<file path="config.mk">
export PLATFORM = sky130hd
export DESIGN_NAME = tgc_timer
export DESIGN_NICKNAME = d
export VERILOG_FILES = /design/src/tgc_pkg.sv /design/src/tgc_prescaler.sv /design/src/tgc_timer.sv
export SDC_FILE = /design/constraint.sdc
export NUM_CORES = 1
export LEC_CHECK = 0
export ABC_AREA = 1
export BUFFER_PORTS_ARGS = -buffer_cell sky130_fd_sc_hd__buf_2
export CORE_ASPECT_RATIO = 2
export CORE_MARGIN = 2
export CORE_UTILIZATION = 45
export CTS_BUF_LIST = sky130_fd_sc_hd__clkbuf_8
export CTS_CLUSTER_DIAMETER = 100
export DETAILED_ROUTE_END_ITERATION = 6
export GPL_TIMING_DRIVEN = 0
export HOLD_SLACK_MARGIN = 0.08
export PLACE_DENSITY_LB_ADDON = 0.08
export RECOVER_POWER = 100
export SLEW_MARGIN = 10
export SYNTH_ARGS = -nofsm -noshare
export SYNTH_HDL_FRONTEND = slang
export SYNTH_SLANG_ARGS = --single-unit
</file>
<file path="constraint.sdc">
create_clock -name clk_sys_in -period 1.4 [get_ports clk_sys_in]
set_input_delay 0.28 -clock clk_sys_in [delete_from_list [all_inputs] [get_ports clk_sys_in]]
set_output_delay 0.28 -clock clk_sys_in [all_outputs]
set_load 0.005 [all_outputs]
</file>
<file path="src/tgc_pkg.sv">
// Package of constants, register map and types for the gated 16-bit timer/counter
package tgc_pkg;

  // ==========================================================================
  // Register indices (byte address is four times the index)
  localparam logic [5:0] IDX_INTERRUPT_CONTROL = 6'h0b;
  localparam logic [5:0] IDX_PERIPHERAL_FLAGS = 6'h0c;
  localparam logic [5:0] IDX_COUNT_LOW_BYTE = 6'h0e;
  localparam logic [5:0] IDX_COUNT_HIGH_BYTE = 6'h0f;
  localparam logic [5:0] IDX_TIMER_CONTROL = 6'h10;
  localparam logic [5:0] IDX_PERIPHERAL_ENABLE = 6'h11;

  // ==========================================================================
  // Field positions
  localparam int BIT_GLOBAL_IRQ_ENABLE = 7;
  localparam int BIT_PERIPHERAL_IRQ_ENABLE = 6;
  localparam int BIT_ROLLOVER_FLAG = 0;
  localparam int BIT_ROLLOVER_ENABLE = 0;

  // ==========================================================================
  // Values after reset and fixed counts
  localparam logic [7:0] RST_INTERRUPT_CONTROL = 8'h00;
  localparam logic [7:0] RST_PERIPHERAL_ENABLE = 8'h00;
  localparam logic [7:0] RST_TIMER_CONTROL = 8'h00;
  localparam logic [7:0] TIMER_CONTROL_WMASK = 8'h7f;
  localparam logic [15:0] RST_COUNT = 16'h0000;
  localparam logic [15:0] COUNT_MAX = 16'hffff;
  localparam logic [15:0] COUNT_STEP = 16'h0001;
  localparam int PRESCALE_W = 3;
  localparam int PIN_COUNT = 3;

  // ==========================================================================
  // Types
  typedef struct packed {
    logic reserved;
    logic gate_enable;
    logic [1:0] prescale_select;
    logic crystal_osc_enable;
    logic sync_bypass;
    logic clock_source_select;
    logic timer_run;
  } tgc_ctrl_t;

  typedef enum logic [1:0] {
    TGC_ARM_WAIT = 2'b01,
    TGC_ARM_READY = 2'b10
  } tgc_arm_t;

endpackage : tgc_pkg

</file>
<file path="src/tgc_prescaler.sv">
// Prescale counter dividing the count clock by 1, 2, 4 or 8
`timescale 1ns/10ps
`default_nettype none
module tgc_prescaler
  import tgc_pkg::*;
(
  input wire logic clk_sys_in,
  input wire logic rst_in,
  input wire logic clear_in,
  input wire logic tick_in,
  input wire logic [1:0] select_in,
  output logic tick_out,
  output logic [PRESCALE_W-1:0] count_out
);

  // ==========================================================================
  // Divider
  logic [PRESCALE_W-1:0] count;

  // Mask of low bits that must all be one before a tick passes
  function automatic logic [PRESCALE_W-1:0] div_mask(input logic [1:0] sel);
    logic [PRESCALE_W:0] one_hot;
    one_hot = (PRESCALE_W+1)'(1) << sel;
    div_mask = PRESCALE_W'(one_hot - (PRESCALE_W+1)'(1));
  endfunction : div_mask

  // Ratio set by the select field
  assign tick_out = tick_in && ((count & div_mask(select_in)) == div_mask(select_in));
  assign count_out = count;

  // A count byte write empties the divider and beats a tick in the same cycle
  always_ff @(posedge clk_sys_in) begin
    if (rst_in || clear_in) begin
      count <= '0;
    end else if (tick_in) begin
      count <= count + PRESCALE_W'(1);
    end
  end

endmodule : tgc_prescaler
`default_nettype wire

</file>
<file path="src/tgc_timer.sv">
// Gated 16-bit timer/counter with prescaler, rollover flag and Wishbone registers
`timescale 1ns/10ps
`default_nettype none
// Functional notes
// Three modes exist: timer with prescaler, synchronised counter and unsynchronised counter.
// In timer mode the count steps once per system clock cycle after the prescaler.
// In counter mode the count steps on rising edges of the external count pin after prescaling.
// In counter mode the external clock is either resynchronised or used directly.
// With gating enabled, counting stops while the active-low gate pin is high.
// The low-power crystal input may replace the count pin as the external clock.
// A falling edge of the external clock must be seen before the first counted rising edge.
// The count runs up to ffff and wraps to 0000 on the next step.
// Each wrap sets the rollover flag at bit 0 of the peripheral flag register.
// The interrupt rises only when rollover, its enable, peripheral and global enables are set.
// The rollover flag stays set until software writes it clear.
// Software should clear both count bytes and the flag before enabling interrupts.
// A two-bit select at bits 5:4 of timer control divides by 1, 2, 4 or 8.
// The prescale counter is hidden and is cleared by any write to either count byte.
// Run bit enables counting, source bit picks the external clock, bypass bit skips resync.
module tgc_timer
  import tgc_pkg::*;
#(
  parameter int ADDR_W = 8
) (
  input wire logic clk_sys_in,
  input wire logic rst_in,
  input wire logic wb_cyc_in,
  input wire logic wb_stb_in,
  input wire logic wb_we_in,
  input wire logic [ADDR_W-1:0] wb_adr_in,
  input wire logic [3:0] wb_sel_in,
  input wire logic [31:0] wb_dat_in,
  output logic [31:0] wb_dat_out,
  output logic wb_ack_out,
  input wire logic ext_count_clock_pin_in,
  input wire logic count_gate_pin_n_in,
  input wire logic low_power_crystal_osc_in,
  output logic irq_out
);

  // ==========================================================================
  // Register bus
  logic req;
  logic wr_strobe;
  logic [7:0] wr_byte;
  logic [31:0] next_rdata;

  // Register index hit, used by every decode below
  function automatic logic reg_hit(input logic [ADDR_W-1:0] adr, input logic [5:0] idx);
    reg_hit = (adr[ADDR_W-1:2] == (ADDR_W-2)'(idx));
  endfunction : reg_hit

  assign req = wb_cyc_in && wb_stb_in && !wb_ack_out;
  assign wr_strobe = req && wb_we_in && wb_sel_in[0];
  assign wr_byte = wb_dat_in[7:0];

  // Every request is acked one cycle after it appears, mapped or not
  always_ff @(posedge clk_sys_in) begin
    if (rst_in) begin
      wb_ack_out <= 1'b0;
    end else begin
      wb_ack_out <= req;
    end
  end

  // ==========================================================================
  // Software-visible registers
  tgc_ctrl_t ctrl;
  logic [7:0] interrupt_control;
  logic [7:0] peripheral_enable_reg;
  logic rollover_flag;
  logic [15:0] count;
  logic wr_ctrl;
  logic wr_intc;
  logic wr_pen;
  logic wr_flags;
  logic wr_lo;
  logic wr_hi;

  assign wr_ctrl = wr_strobe && reg_hit(wb_adr_in, IDX_TIMER_CONTROL);
  assign wr_intc = wr_strobe && reg_hit(wb_adr_in, IDX_INTERRUPT_CONTROL);
  assign wr_pen = wr_strobe && reg_hit(wb_adr_in, IDX_PERIPHERAL_ENABLE);
  assign wr_flags = wr_strobe && reg_hit(wb_adr_in, IDX_PERIPHERAL_FLAGS);
  assign wr_lo = wr_strobe && reg_hit(wb_adr_in, IDX_COUNT_LOW_BYTE);
  assign wr_hi = wr_strobe && reg_hit(wb_adr_in, IDX_COUNT_HIGH_BYTE);

  // Control bits; top bit is unimplemented and reads zero
  always_ff @(posedge clk_sys_in) begin
    if (rst_in) begin
      ctrl <= tgc_ctrl_t'(RST_TIMER_CONTROL);
    end else if (wr_ctrl) begin
      ctrl <= tgc_ctrl_t'(wr_byte & TIMER_CONTROL_WMASK);
    end
  end

  // Enable registers are plain storage
  always_ff @(posedge clk_sys_in) begin
    if (rst_in) begin
      interrupt_control <= RST_INTERRUPT_CONTROL;
      peripheral_enable_reg <= RST_PERIPHERAL_ENABLE;
    end else begin
      if (wr_intc) begin
        interrupt_control <= wr_byte;
      end
      if (wr_pen) begin
        peripheral_enable_reg <= wr_byte;
      end
    end
  end

  // Read data is captured with the request so it is stable under ack
  always_comb begin
    next_rdata = 32'h0000_0000;
    if (reg_hit(wb_adr_in, IDX_TIMER_CONTROL)) begin
      next_rdata[7:0] = ctrl;
    end else if (reg_hit(wb_adr_in, IDX_INTERRUPT_CONTROL)) begin
      next_rdata[7:0] = interrupt_control;
    end else if (reg_hit(wb_adr_in, IDX_PERIPHERAL_ENABLE)) begin
      next_rdata[7:0] = peripheral_enable_reg;
    end else if (reg_hit(wb_adr_in, IDX_PERIPHERAL_FLAGS)) begin
      next_rdata[BIT_ROLLOVER_FLAG] = rollover_flag;
    end else if (reg_hit(wb_adr_in, IDX_COUNT_LOW_BYTE)) begin
      next_rdata[7:0] = count[7:0];
    end else if (reg_hit(wb_adr_in, IDX_COUNT_HIGH_BYTE)) begin
      next_rdata[7:0] = count[15:8];
    end
  end

  always_ff @(posedge clk_sys_in) begin
    if (rst_in) begin
      wb_dat_out <= 32'h0000_0000;
    end else if (req) begin
      wb_dat_out <= next_rdata;
    end
  end

  // ==========================================================================
  // Pin synchronisers: count pin, gate pin, crystal input
  logic [PIN_COUNT-1:0] pin_raw;
  logic [PIN_COUNT-1:0] pin_meta;
  logic [PIN_COUNT-1:0] pin_sync;

  assign pin_raw = {low_power_crystal_osc_in, count_gate_pin_n_in, ext_count_clock_pin_in};

  // Only the second stage is ever looked at
  for (genvar i = 0; i < PIN_COUNT; i++) begin : g_sync
    always_ff @(posedge clk_sys_in) begin
      if (rst_in) begin
        pin_meta[i] <= 1'b0;
        pin_sync[i] <= 1'b0;
      end else begin
        pin_meta[i] <= pin_raw[i];
        pin_sync[i] <= pin_meta[i];
      end
    end
  end

  // ==========================================================================
  // External clock edge detection and arming
  logic ext_level;
  logic ext_prev;
  logic ext_rise;
  logic ext_fall;
  logic [PIN_COUNT-1:0] pin_prev;
  tgc_arm_t arm_state;

  // Crystal replaces the count pin when its enable is set; each line keeps its own
  // history, so flipping the source select never fakes an edge that would arm the count
  assign ext_level = ctrl.crystal_osc_enable ? pin_sync[2] : pin_sync[0];
  assign ext_prev = ctrl.crystal_osc_enable ? pin_prev[2] : pin_prev[0];
  assign ext_rise = ext_level && !ext_prev;
  assign ext_fall = !ext_level && ext_prev;

  always_ff @(posedge clk_sys_in) begin
    if (rst_in) begin
      pin_prev <= '0;
    end else begin
      pin_prev <= pin_sync;
    end
  end

  // A pin already high at enable must fall before any rise counts
  always_ff @(posedge clk_sys_in) begin
    if (rst_in) begin
      arm_state <= TGC_ARM_WAIT;
    end else begin
      case (arm_state)
        TGC_ARM_WAIT: begin
          if (ctrl.timer_run && ctrl.clock_source_select && ext_fall) begin
            arm_state <= TGC_ARM_READY;
          end
        end
        TGC_ARM_READY: begin
          if (!ctrl.timer_run || !ctrl.clock_source_select) begin
            arm_state <= TGC_ARM_WAIT;
          end
        end
        default: begin
          arm_state <= TGC_ARM_WAIT;
        end
      endcase
    end
  end

  // ==========================================================================
  // Tick path: gate, source, prescaler, optional resync stage
  logic gate_open;
  logic src_tick;
  logic pre_tick;
  logic sync_tick;
  logic inc;
  logic count_wr;
  logic [PRESCALE_W-1:0] pre_count;

  assign gate_open = !ctrl.gate_enable || !pin_sync[1];
  assign src_tick = ctrl.timer_run && gate_open &&
    (ctrl.clock_source_select ? (arm_state == TGC_ARM_READY) && ext_rise : 1'b1);
  assign count_wr = wr_lo || wr_hi;

  tgc_prescaler u_prescaler (
    .clk_sys_in(clk_sys_in),
    .rst_in(rst_in),
    .clear_in(count_wr),
    .tick_in(src_tick),
    .select_in(ctrl.prescale_select),
    .tick_out(pre_tick),
    .count_out(pre_count)
  );

  // Resync stage costs one cycle of latency; bypass trades that for raw edge timing
  always_ff @(posedge clk_sys_in) begin
    if (rst_in || count_wr) begin
      sync_tick <= 1'b0;
    end else begin
      sync_tick <= pre_tick;
    end
  end

  assign inc = (ctrl.clock_source_select && !ctrl.sync_bypass) ? sync_tick : pre_tick;

  // ==========================================================================
  // Count, rollover flag and interrupt
  logic [15:0] next_count;
  logic rollover;

  assign rollover = inc && (count == COUNT_MAX);

  // A byte write overrides its own byte of a step landing in the same cycle; the other byte still steps
  always_comb begin
    next_count = count;
    if (inc) begin
      next_count = count + COUNT_STEP;
    end
    if (wr_lo) begin
      next_count[7:0] = wr_byte;
    end
    if (wr_hi) begin
      next_count[15:8] = wr_byte;
    end
  end

  always_ff @(posedge clk_sys_in) begin
    if (rst_in) begin
      count <= RST_COUNT;
    end else begin
      count <= next_count;
    end
  end

  // Hardware set beats a software clear in the same cycle
  always_ff @(posedge clk_sys_in) begin
    if (rst_in) begin
      rollover_flag <= 1'b0;
    end else if (rollover) begin
      rollover_flag <= 1'b1;
    end else if (wr_flags) begin
      rollover_flag <= wr_byte[BIT_ROLLOVER_FLAG];
    end
  end

  always_ff @(posedge clk_sys_in) begin
    if (rst_in) begin
      irq_out <= 1'b0;
    end else begin
      irq_out <= rollover_flag && peripheral_enable_reg[BIT_ROLLOVER_ENABLE] &&
        interrupt_control[BIT_PERIPHERAL_IRQ_ENABLE] &&
        interrupt_control[BIT_GLOBAL_IRQ_ENABLE];
    end
  end

  // ==========================================================================
  // Checks
  a_wrap_sets_flag: assert property (
    @(posedge clk_sys_in) disable iff (rst_in)
    (rollover && !count_wr) |=> (count == 16'h0000) && rollover_flag)
    else $error("wrap did not zero count and set flag");
  a_flag_sticks: assert property (
    @(posedge clk_sys_in) disable iff (rst_in)
    (rollover_flag && !wr_flags) |=> rollover_flag)
    else $error("rollover flag dropped without a clear");
  a_irq_needs_all: assert property (
    @(posedge clk_sys_in) disable iff (rst_in)
    irq_out |-> $past(rollover_flag) && $past(interrupt_control[7]) &&
      $past(interrupt_control[6]) && $past(peripheral_enable_reg[0]))
    else $error("interrupt raised without all enables");
  a_timer_steps: assert property (
    @(posedge clk_sys_in) disable iff (rst_in)
    (ctrl.timer_run && !ctrl.clock_source_select && !ctrl.gate_enable &&
      ctrl.prescale_select == 2'b00 && !count_wr) |=> count == $past(count) + 16'h0001)
    else $error("timer mode missed a step");
  a_stopped_holds: assert property (
    @(posedge clk_sys_in) disable iff (rst_in)
    (!ctrl.timer_run && !sync_tick && !count_wr) |=> $stable(count))
    else $error("count moved while stopped");
  a_gate_blocks: assert property (
    @(posedge clk_sys_in) disable iff (rst_in)
    (ctrl.gate_enable && pin_sync[1] && !ctrl.clock_source_select && !count_wr)
      |=> $stable(count))
    else $error("count moved with gate closed");
  a_write_clears_pre: assert property (
    @(posedge clk_sys_in) disable iff (rst_in)
    count_wr |=> pre_count == 3'h0)
    else $error("prescaler not cleared by count write");
  a_unarmed_holds: assert property (
    @(posedge clk_sys_in) disable iff (rst_in)
    (arm_state == TGC_ARM_WAIT && ctrl.clock_source_select && ctrl.sync_bypass && !count_wr)
      |=> $stable(count))
    else $error("counted before a falling edge");
  a_divide_by_two: assert property (
    @(posedge clk_sys_in) disable iff (rst_in)
    (ctrl.timer_run && !ctrl.clock_source_select && !ctrl.gate_enable &&
      ctrl.prescale_select == 2'b01 && inc && !count_wr) ##1 !count_wr |=> !$past(inc))
    else $error("divide by two stepped twice in a row");
  a_ack_pulse: assert property (
    @(posedge clk_sys_in) disable iff (rst_in)
    req |=> wb_ack_out ##1 !wb_ack_out)
    else $error("ack not a single cycle after request");

endmodule : tgc_timer
`default_nettype wire

</file>
Word-level counts from Yosys, hierarchy flattened
Cells that the tools add are included.
W data, S select, Z words.
{"block": "totals", "regBits": 65, "output_inout_bits": 34, "elab_cells": 99}
{"block": "classes", "n_addsub": 3, "n_eq_ne": 12, "n_shift": 1, "n_mux": 19, "bitwise": 1, "reduce_logical": 39}
{"op": "$mux W8", "n": 7}
{"op": "$eq A6 B4 Y1 const B", "n": 4}
{"op": "$logic_and A1 B1 Y1", "n": 23}
{"op": "$add A16 B1 Y16 const B", "n": 1}
{"op": "$eq A16 B16 Y1 const B", "n": 1}
{"op": "$mux W16", "n": 1}
{"op": "$eq A6 B5 Y1 const B", "n": 2}
{"op": "$logic_not A1 Y1", "n": 8}
{"op": "$mux W1", "n": 7}
{"op": "$mux W7", "n": 1}
{"op": "$reduce_bool A2 Y1", "n": 3}
{"op": "$logic_or A1 B1 Y1", "n": 4}
{"op": "$mux W2", "n": 2}
{"op": "$ne A2 B2 Y1 const B", "n": 2}
{"op": "$pmux W2 S2", "n": 1}
{"op": "$add A3 B1 Y3 const B", "n": 1}
{"op": "$and A3 B3 Y3", "n": 1}
{"op": "$eq A3 B3 Y1", "n": 1}
{"op": "$shl A1 B2 Y3 const A", "n": 1}
{"op": "$sub A3 B1 Y3 const B", "n": 1}
{"op": "$eq A2 B1 Y1 const B", "n": 1}
{"op": "$eq A2 B2 Y1 const B", "n": 1}
{"op": "$reduce_and A2 Y1", "n": 1}

Longest topological paths before layout
Gate-level depths: netlist of the first run.
{"block": "logic_depth", "ltp_word": 10, "depth_mapped": 12, "ltp_nobuf": 11}

Modules after synthesis
From an unflattened synthesis of the first run, not the netlist that was laid out.
{"block": "hier_totals", "cells_unflattened": 525, "area_unflattened_um2": 3488.3}
{"module": "tgc_timer", "instances": 1, "cells_per_inst": 499, "area_each_um2": 3320.7}
{"module": "tgc_prescaler", "instances": 1, "cells_per_inst": 26, "area_each_um2": 167.7}

Worst setup path before layout of the first run
No wires, ideal clock.
{"block": "synth_timing", "path_type": "reg2reg", "from": "reg count[0]", "to": "reg count[12]", "setup_time_ns": 0.070, "t_arrival_ns": 1.384, "required_ns": 1.330, "setup_slack_ns": -0.054, "path_stages_with_launch": 10, "n_path_buf": 0, "cell_sequence": "dfxtp_1 -> ha_1 -> nand3_1 -> nor2_2 -> nand2_1 -> o21ai_0 -> nand3_1 -> nand2_1 -> nand2_1 -> a21oi_1"}
{"block": "synth_via", "elab_chain_cells": 3}
{"item": "start: declaration", "line": "tgc_timer.sv:72", "text": "logic [15:0] count;"}
{"item": "start signal: assignment", "line": "tgc_timer.sv:266", "text": "count <= next_count;"}
{"item": "$add A16 B1 Y16", "line": "tgc_timer.sv:252", "text": "next_count = count + COUNT_STEP;"}
{"item": "$mux W16", "line": "tgc_timer.sv:251", "text": "if (inc) begin"}
{"item": "$mux W8", "line": "tgc_timer.sv:257", "text": "if (wr_hi) begin"}
Every way passes these cells. The select of a mux whose other input is x is not followed.
A chain may end at the register's enable or synchronous reset.

Worst setup path after layout of the first run
{"block": "layout_timing", "from": "reg count[7]", "to": "reg count[8]"}
Same word-level chain as after synthesis.

==> metrics.md, run 1 <==
| Metric | Value |
|---|---|
| Status | `complete, but fails checks` |
| Violated checks | `setup timing` |
| DRT antenna net count | `0` |
| Reg with most FFs | `count` |
| Worst-margin pin slew | `0.693 ns` |
| Critical path's slowest cell | `dfxtp_1` |
| Most frequent CP cell | `nand2_1` |
| Min-delay src | `low_power_crystal_osc_in` |
| Hold-critical path endpoint | `pin_meta[2]` |
| Post-synth EDFFs | `0` |
| Post-Synth Adder-Cell Area | `0.715%` |
| Post-synthesis xor/xnor area fraction | `2.50%` |
| Switching Share | `between 20% and 30%` |
| Commonest cells post-synth | `110 x nand2_1, 65 x nor2_1, 64 x dfxtp_1` |
| Register area share after synthesis | `36.6%` |
| Reg2reg end | `count[8]` |
| RR Startpoint | `count[7]` |
| Worst hold path type | `input pin to register` |
| Post-Syn Area per Cell | `around 6.7 um2` |
| Worst hold stages | `3` |
| Ys Warns | `0` |
| Total grt overflow | `0` |
| Mux cell area share after synthesis | `0%` |
| Worst-skew pair later-pin latency | `0.36 ns` |
| Detail Placement HPWL | `a little over 8 mm` |
| Combinational Power Share | `8.0%` |
| Worst-path fanout max | `4` |
| Slew Limit Fails | `0` |
| CTS Buf Count | `9` |
| Final Wtd Congestion | `roughly 1.1` |
| Layout cells sized above 1 | `approximately 29%` |
| Fmax | `0.680 GHz` |
| Startpoint types | `register` |
| Clock power share | `between 40 and 50%` |
| Area leader, netlist | `dfxtp_1` |
| PD cells | `806 nW/um2` |
| Initial DRC Count | `approximately 140` |
| Compound-Gate Fraction of Synth Area | `between 15 and 20%` |
| Port Buffers | `31` |
| Number of synthesized register bits | `between 60 and 70` |
| Arrival time worst endpoint | `1.76 ns` |
| Largest net degree at the start of global routing | `12` |
| Most frequent cell after synthesis | `nand2_1` |
| Max_cap viols | `0` |
| Area fraction of the dominant cell type after synthesis | `36.6%` |
| Final wirelength | `around 11 mm` |
| Fin crit share | `105%` |
| RSZ-0062 raised after global routing | `true` |
| Worst setup margin | `-0.0716 ns` |
| Die height | `about 130 um` |
| Antenna violations before repair | `0` |
| Core box area | `between 7000 and 8000 um2` |
| Avg WL per Cell | `16.1 um` |
| Final hold violation count | `0` |
| Root buf cell | `clkbuf_8` |
| Worst EP required | `1.68 ns` |
| Worst setup EP type | `register` |
| Cells after Synth | `around 520` |
| Drt drc | `0` |
| Flip-flop count of the largest register after layout | `16` |
| Vias in the first global route | `~3600` |
| TritonCTS clock tree | `built` |
| Ant diodes | `0` |
| Row count | `45` |
| Starting Density | `a little under half` |
| Die area | `approximately 8500 um2` |
| Final setup fails | `27` |
| Fin util | `about three fifths` |
| Clk slew on worst S/H paths | `~0.070 ns` |
| DR pass1 iterations | `5` |
| Reg2reg path depth | `7` |
| Area contributors post-synth | `dfxtp_1 37%, nand2_1 12%, nor2_1 7.0%` |
| WS Path Type | `register to register` |
| Slew HR | `between 50% and 60%` |
| Longest Clk Path Bufs | `2` |
| Pre-CTS setup slack | `-0.348 ns` |
| Commonest register cell after synthesis | `dfxtp_1` |
| Hold_buf cts | `0` |
| Period minus WS final | `between 1 and 1.5 ns` |
| Critical path cell sequence | `nand2_1, nor3_1, xor2_1, nand2_1, nand2_1, nand2_1, a21oi_1` |
| Area delta synth->final | `31.3%` |
| Clk sinks | `64` |
| Simple-Gate Fraction of Synth Area | `31.1%` |
| Fillers | `779` |
| Leak | `1.95 nW` |
| Synthesized area | `~3500 um2` |
| Maximum VDD drop | `between 0.4 and 0.5 mV` |
| Crit path from | `count[7]` |
| Post-synthesis async set-or-reset flop share | `0%` |
| Die X-Extent | `between 60 and 70 um` |
| CTS H-tree depth | `3` |
| Largest family of logic cells by synthesized area | `simple AND/OR/NAND/NOR gates` |
| R2R Setup Slk | `-0.07 ns` |
| Flop pwr share | `49.7%` |
| IO Pins | `86` |
| Net Sw Power | `about 0.95 mW` |
| First-pass GRT wire length | `between 15 and 20 mm` |
| Clk_skew | `approximately 0.0075 ns` |
| P_int | `about 2.8 mW` |
| Final #Nets | `between 600 and 700` |
| Crit path largest cell delay | `about 0.43 ns` |
| Drt via density | `5.20` |
| Total GRT Usage | `between 20% and 30%` |
| Vias | `between 3000 and 4000` |
| Post-synth cell types | `33` |
## cell type report
| type | instances | area (um2) | area share (%) |
|---|---|---|---|
| inverter | 60 | 235 | 5.12 |
| clock inverter | 7 | 63.8 | 1.39 |
| tap | 94 | 118 | 2.56 |
| timing repair buffer | 47 | 327 | 7.10 |
| sequential | 64 | 1290 | 28.1 |
| buffer | 41 | 312 | 6.78 |
| clock buffer | 9 | 124 | 2.69 |
| multi-input combinational | 377 | 2130 | 46.3 |
## routing by layer
| metal | track usage [%] | wire length [um] | vias to the layer above | part of all wire [%] |
|---|---|---|---|---|
| li1 | - | - | 1802 | - |
| met1 | 24.6 | 3670 | 1688 | 33 |
| met2 | 51.8 | 6470 | 99 | 58 |
| met3 | 4.37 | 393 | 45 | 3.5 |
| met4 | 17.6 | 714 | 0 | 6.3 |
| met5 | 0 | 0 | - | 0 |
## metrics by stage
| step | power, mW | area (um2) | TNS, ns | hold WS, ns | instances |
|---|---|---|---|---|---|
| finish | 3.71 | 4600 | -0.970 | 0.128 | 699 |
| global placement | 2.14 | 3880 | -9.85 | 0.393 | 667 |
| global route | 3.82 | 4600 | -4.10 | 0.140 | 699 |
| detailed placement | 2.14 | 3880 | -10.94 | 0.396 | 667 |
| CTS | 3.68 | 4260 | -0.498 | 0.132 | 692 |
| floorplan | 2.05 | 3610 | 0 | 0.387 | 542 |
## timing repair
action,CTS,global route
pin swaps,5,16
setup buffers,9,3
gates cloned,0,4
setup endpoints to repair,41,41
gates resized for setup,39,94
hold endpoints to repair,0,0
## worst max-delay path, delay by kind of cell (launching register included)
family / cells / cell delay, ns
AOI/OAI and AO/OA: 1 / 0.12
xor gates and xnor gates: 1 / 0.24
DFF: 1 / 0.43
and+or+nand+nor: 5 / 0.60
## power by group through the flow
stage	clock, mW	sequential [mW]	combinational (mW)
6_report	1.57	1.84	0.295
3_5_place_dp	0	1.89	0.258
2_1_floorplan	0	1.88	0.163
5_1_grt	1.65	1.84	0.323
4_1_cts	1.57	1.84	0.267
3_3_place_gp	0	1.89	0.254
## cell families (layout without fill, tap and decap cells)
kind of cell / Yosys count / count (layout)
AO/OA/AOI/OAI: 101 / 101
XOR/XNOR: 10 / 10
adder cells (fa/ha/maj): 2 / 2
buffers and inverters: 101 / 164
flip-flops: 64 / 64
other: 1 / 24
AND/OR/NAND/NOR: 240 / 240
## worst max-delay path by stage
stage                                end  slack, ns  depth (start not counted)
global placement               count[10]      -0.31                          6
floorplan                      count[12]       0.03                          9
global route        interrupt_control[5]      -0.16                          8
detailed placement             count[13]      -0.35                          6
finish                          count[8]      -0.07                          7
CTS                             count[7]      -0.07                          9
## cells in the final DEF, fill, tap and decap left out, types with 5 or more instances in the layout
master    instances
nand2_1          98
dfxtp_1          59
nor2_1           57
inv_1            52
a21oi_1          38
buf_4            31
buf_2            28
conb_1           24
o21ai_0          23
nand4_1          19
o21ai_2          15
buf_6            12
nand3_1          12
nand2_2          11
clkbuf_8         10
clkbuf_1          9
nor3_1            9
xor2_1            8
a21oi_2           8
nand3_2           7
nor2_4            7
o22ai_1           7
nand3_4           6
o21ai_1           6
inv_2             5
nor2_2            5
Note: power is estimated with default switching activity, not from simulation.
==> inputs of run 2 (changes only) <==
--- a/config.mk
+++ b/config.mk
@@ -14,4 +14,5 @@
 export CTS_CLUSTER_DIAMETER = 100
 export DETAILED_ROUTE_END_ITERATION = 6
+export GPL_ROUTABILITY_DRIVEN = 1
 export GPL_TIMING_DRIVEN = 0
 export HOLD_SLACK_MARGIN = 0.08
==> constraint.sdc (replaced) <==
create_clock -name clk_sys_in -period 1.4 [get_ports clk_sys_in]
set_input_delay 0.14 -clock clk_sys_in [delete_from_list [all_inputs] [get_ports clk_sys_in]]
set_output_delay 0.14 -clock clk_sys_in [all_outputs]
set_load 0.005 [all_outputs]
==> metrics.md, run 2 (same netlist as run 1, synthesis figures left out) <==
| Metric | Value |
|---|---|
| Status | `complete, but fails checks` |
| Violated checks | `setup timing` |
| Drt drc | `0 (unchanged)` |
| Net Sw Power | `0.947 mW (-0.61%)` |
| Starting Density | `46.4% (unchanged)` |
| Largest net degree at the start of global routing | `12 (unchanged)` |
| Max_cap viols | `0 (unchanged)` |
| Die height | `129 um (unchanged)` |
| Clk sinks | `64 (unchanged)` |
| Vias in the first global route | `3617 (+0.42%)` |
| Leak | `1.95 nW (+0.49%)` |
| Clk slew on worst S/H paths | `0.07 ns (about the same)` |
| Fmax | `0.682 GHz (+0.38%)` |
| Antenna violations before repair | `0 (unchanged)` |
| Grt met2 use | `52.1% (+0.24 points)` |
| Switching Share | `25.6% (-0.15 points)` |
| Flop pwr share | `49.7% (about the same)` |
| Drt via density | `5.19 (-0.21%)` |
| Period minus WS final | `1.47 ns (-0.00561 ns)` |
| Avg WL per Cell | `16.0 um (-0.77%)` |
| Final setup fails | `28 (+3.7%)` |
| Port Buffers | `31 (unchanged)` |
| WS Path Type | `register to register` |
| Hold-critical path endpoint | `peripheral_enable_reg[1]` |
| Crit path largest cell delay | `0.43 ns (about the same)` |
| Longest Clk Path Bufs | `2 (unchanged)` |
| DR pass1 iterations | `4 (-1)` |
| R2R Setup Slk | `-0.07 ns (about the same)` |
| Die X-Extent | `66.4 um (unchanged)` |
| Worst-path fanout max | `4 (unchanged)` |
| Most frequent CP cell | `nand2_1` |
| DRT antenna net count | `0 (unchanged)` |
| Final hold violation count | `0 (unchanged)` |
| Detail Placement HPWL | `8.15 mm (unchanged)` |
| Grt peak-use layer | `met2` |
| Worst setup EP type | `register` |
| Slew HR | `53.8% (about the same)` |
| Vias | `3642 (+0.22%)` |
| Reg2reg path depth | `8 (+1)` |
| Commonest non-fill, non-tap cells in the layout | `98 x nand2_1, 59 x dfxtp_1, 57 x nor2_1` |
| Dpl cells | `667 (unchanged)` |
| Area delta synth->final | `32.0%` |
| RR Startpoint | `count[7]` |
| P_int | `2.76 mW (+0.19%)` |
| Maximum VDD drop | `0.457 mV (about the same)` |
| First-pass GRT wire length | `17.1 mm (+0.40%)` |
| Worst hold stages | `3 (unchanged)` |
| Row count | `45 (unchanged)` |
| Flip-flop count of the largest register after layout | `16 (unchanged)` |
| Initial DRC Count | `185 (+34%)` |
| Layout Cells excl Fill | `702 (+0.43%)` |
| Fillers | `776 (-0.39%)` |
| Fin crit share | `105% (-0.40 points)` |
| Reg2reg end | `count[11]` |
| Total GRT Usage | `27.1% (+0.11 points)` |
| Startpoint types | `register` |
| Reg with most FFs | `count` |
| Worst EP required | `1.62 ns (-0.06 ns)` |
| Core box area | `7540 um2 (unchanged)` |
| Arrival time worst endpoint | `1.68 ns (-0.08 ns)` |
| Slew Limit Fails | `0 (unchanged)` |
| Worst-margin pin slew | `0.693 ns (+0.000453 ns)` |
| Most common cell after layout, fill and taps aside | `nand2_1` |
| Critical path cell sequence | `nand2_1, nor2_1, nand3_1, xor2_1, nand2_1, nand2_1, nand2_1, a21oi_1` |
| Root buf cell | `clkbuf_8` |
| Critical path's slowest cell | `dfxtp_1` |
| PD cells | `802 nW/um2 (-0.53%)` |
| Layout cells sized above 1 | `28.9% (-0.47 points)` |
| Clk_skew | `0.00710 ns (-0.000407 ns)` |
| Pre-CTS setup slack | `-0.348 ns (unchanged)` |
| Hold WS | `0.123 ns (-0.00457 ns)` |
| RSZ-0062 raised after global routing | `true` |
| Die area | `8550 um2 (unchanged)` |
| Final #Nets | `657 (+0.46%)` |
| Routing usage on met1 | `24.7% (+0.11 points)` |
| Min-delay src | `wb_dat_in[1]` |
| TritonCTS clock tree | `built` |
| Ant diodes | `0 (unchanged)` |
| Crit path from | `count[7]` |
| IO Pins | `86 (unchanged)` |
| Worst-skew pair later-pin latency | `0.36 ns (about the same)` |
| CTS Buf Count | `9 (unchanged)` |
| Worst hold path type | `input pin to register` |
| Worst setup margin | `-0.0660 ns (+0.00561 ns)` |
| Final Wtd Congestion | `1.05 (unchanged)` |
| Combinational Power Share | `8.1% (about the same)` |
| Final wirelength | `11.2 mm (-0.35%)` |
| CTS H-tree depth | `3 (unchanged)` |
| Met3 usage | `4.37% (unchanged)` |
| Clock power share | `42.2% (-0.2 points)` |
| Total grt overflow | `0 (unchanged)` |
[run 2: changes by cell type in the layout (fill, tap and decap cells not counted), sizes merged]
cell         change
dlygate4sd3      +3
[run 2: power groups by stage]
stage	Combinational, mW	Sequential (mW)	Clock (mW)
after floorplan	0.163	1.88	0
after global placement	0.254	1.89	0
after detailed placement	0.258	1.89	0
after CTS	0.273	1.84	1.57
after global routing	0.329	1.84	1.65
final	0.300	1.84	1.56
[run 2: repair_timing]
action	CTS	global route
setup endpoints to repair	41	41
endpoints found under the hold margin	3	0
resized for setup	39	93
pin swaps	5	16
setup buffers	9	3
hold buffers	3	0
cloned	0	4
[run 2: worst max-delay path by stage]
stage                                 endpoint  slack, ns  cells after the start
final                                count[11]      -0.07                      8
after global routing      interrupt_control[5]      -0.17                      8
after global placement               count[10]      -0.31                      6
after detailed placement             count[13]      -0.35                      6
after CTS                             count[7]      -0.07                      9
after floorplan                      count[12]       0.03                      9
[run 2: per-stage QoR]
step | setup TNS [ns] | util, % | instance area, um2 | power [mW]
after floorplan | 0 | - | 3610 | 2.05
after global placement | -6.54 | 51.4 | 3880 | 2.14
after detailed placement | -7.30 | 51.4 | 3880 | 2.14
after CTS | -0.498 | 56.9 | 4290 | 3.69
after global routing | -4.28 | 61.3 | 4620 | 3.82
final | -1.13 | 61.3 | 4620 | 3.70
[run 2: cell type report]
type                    instances  area (um2)  area share (%)
plain buffers                  41         310            6.71
clock buffers                   9         124            2.68
clock inverters                 7        63.8            1.38
inverters                      60         235            5.09
multi-input cells             377        2120            45.9
flip-flops and latches         64        1290            28.0
well taps                      94         118            2.54
repair buffers                 50         357            7.72
[run 2: layer usage]
layer	vias to the layer above	share of wire, %
met5	-	0
met4	0	6.7
met3	44	3.4
met1	1680	33
li1	1814	-
met2	104	57
[run 2: critical path: cells and delay by family, from the launching register on]
family	cells	cell delay, ns
AOI/OAI and AO/OA	1	0.06
and+or+nand+nor	6	0.67
DFF	1	0.43
xor gates and xnor gates	1	0.17
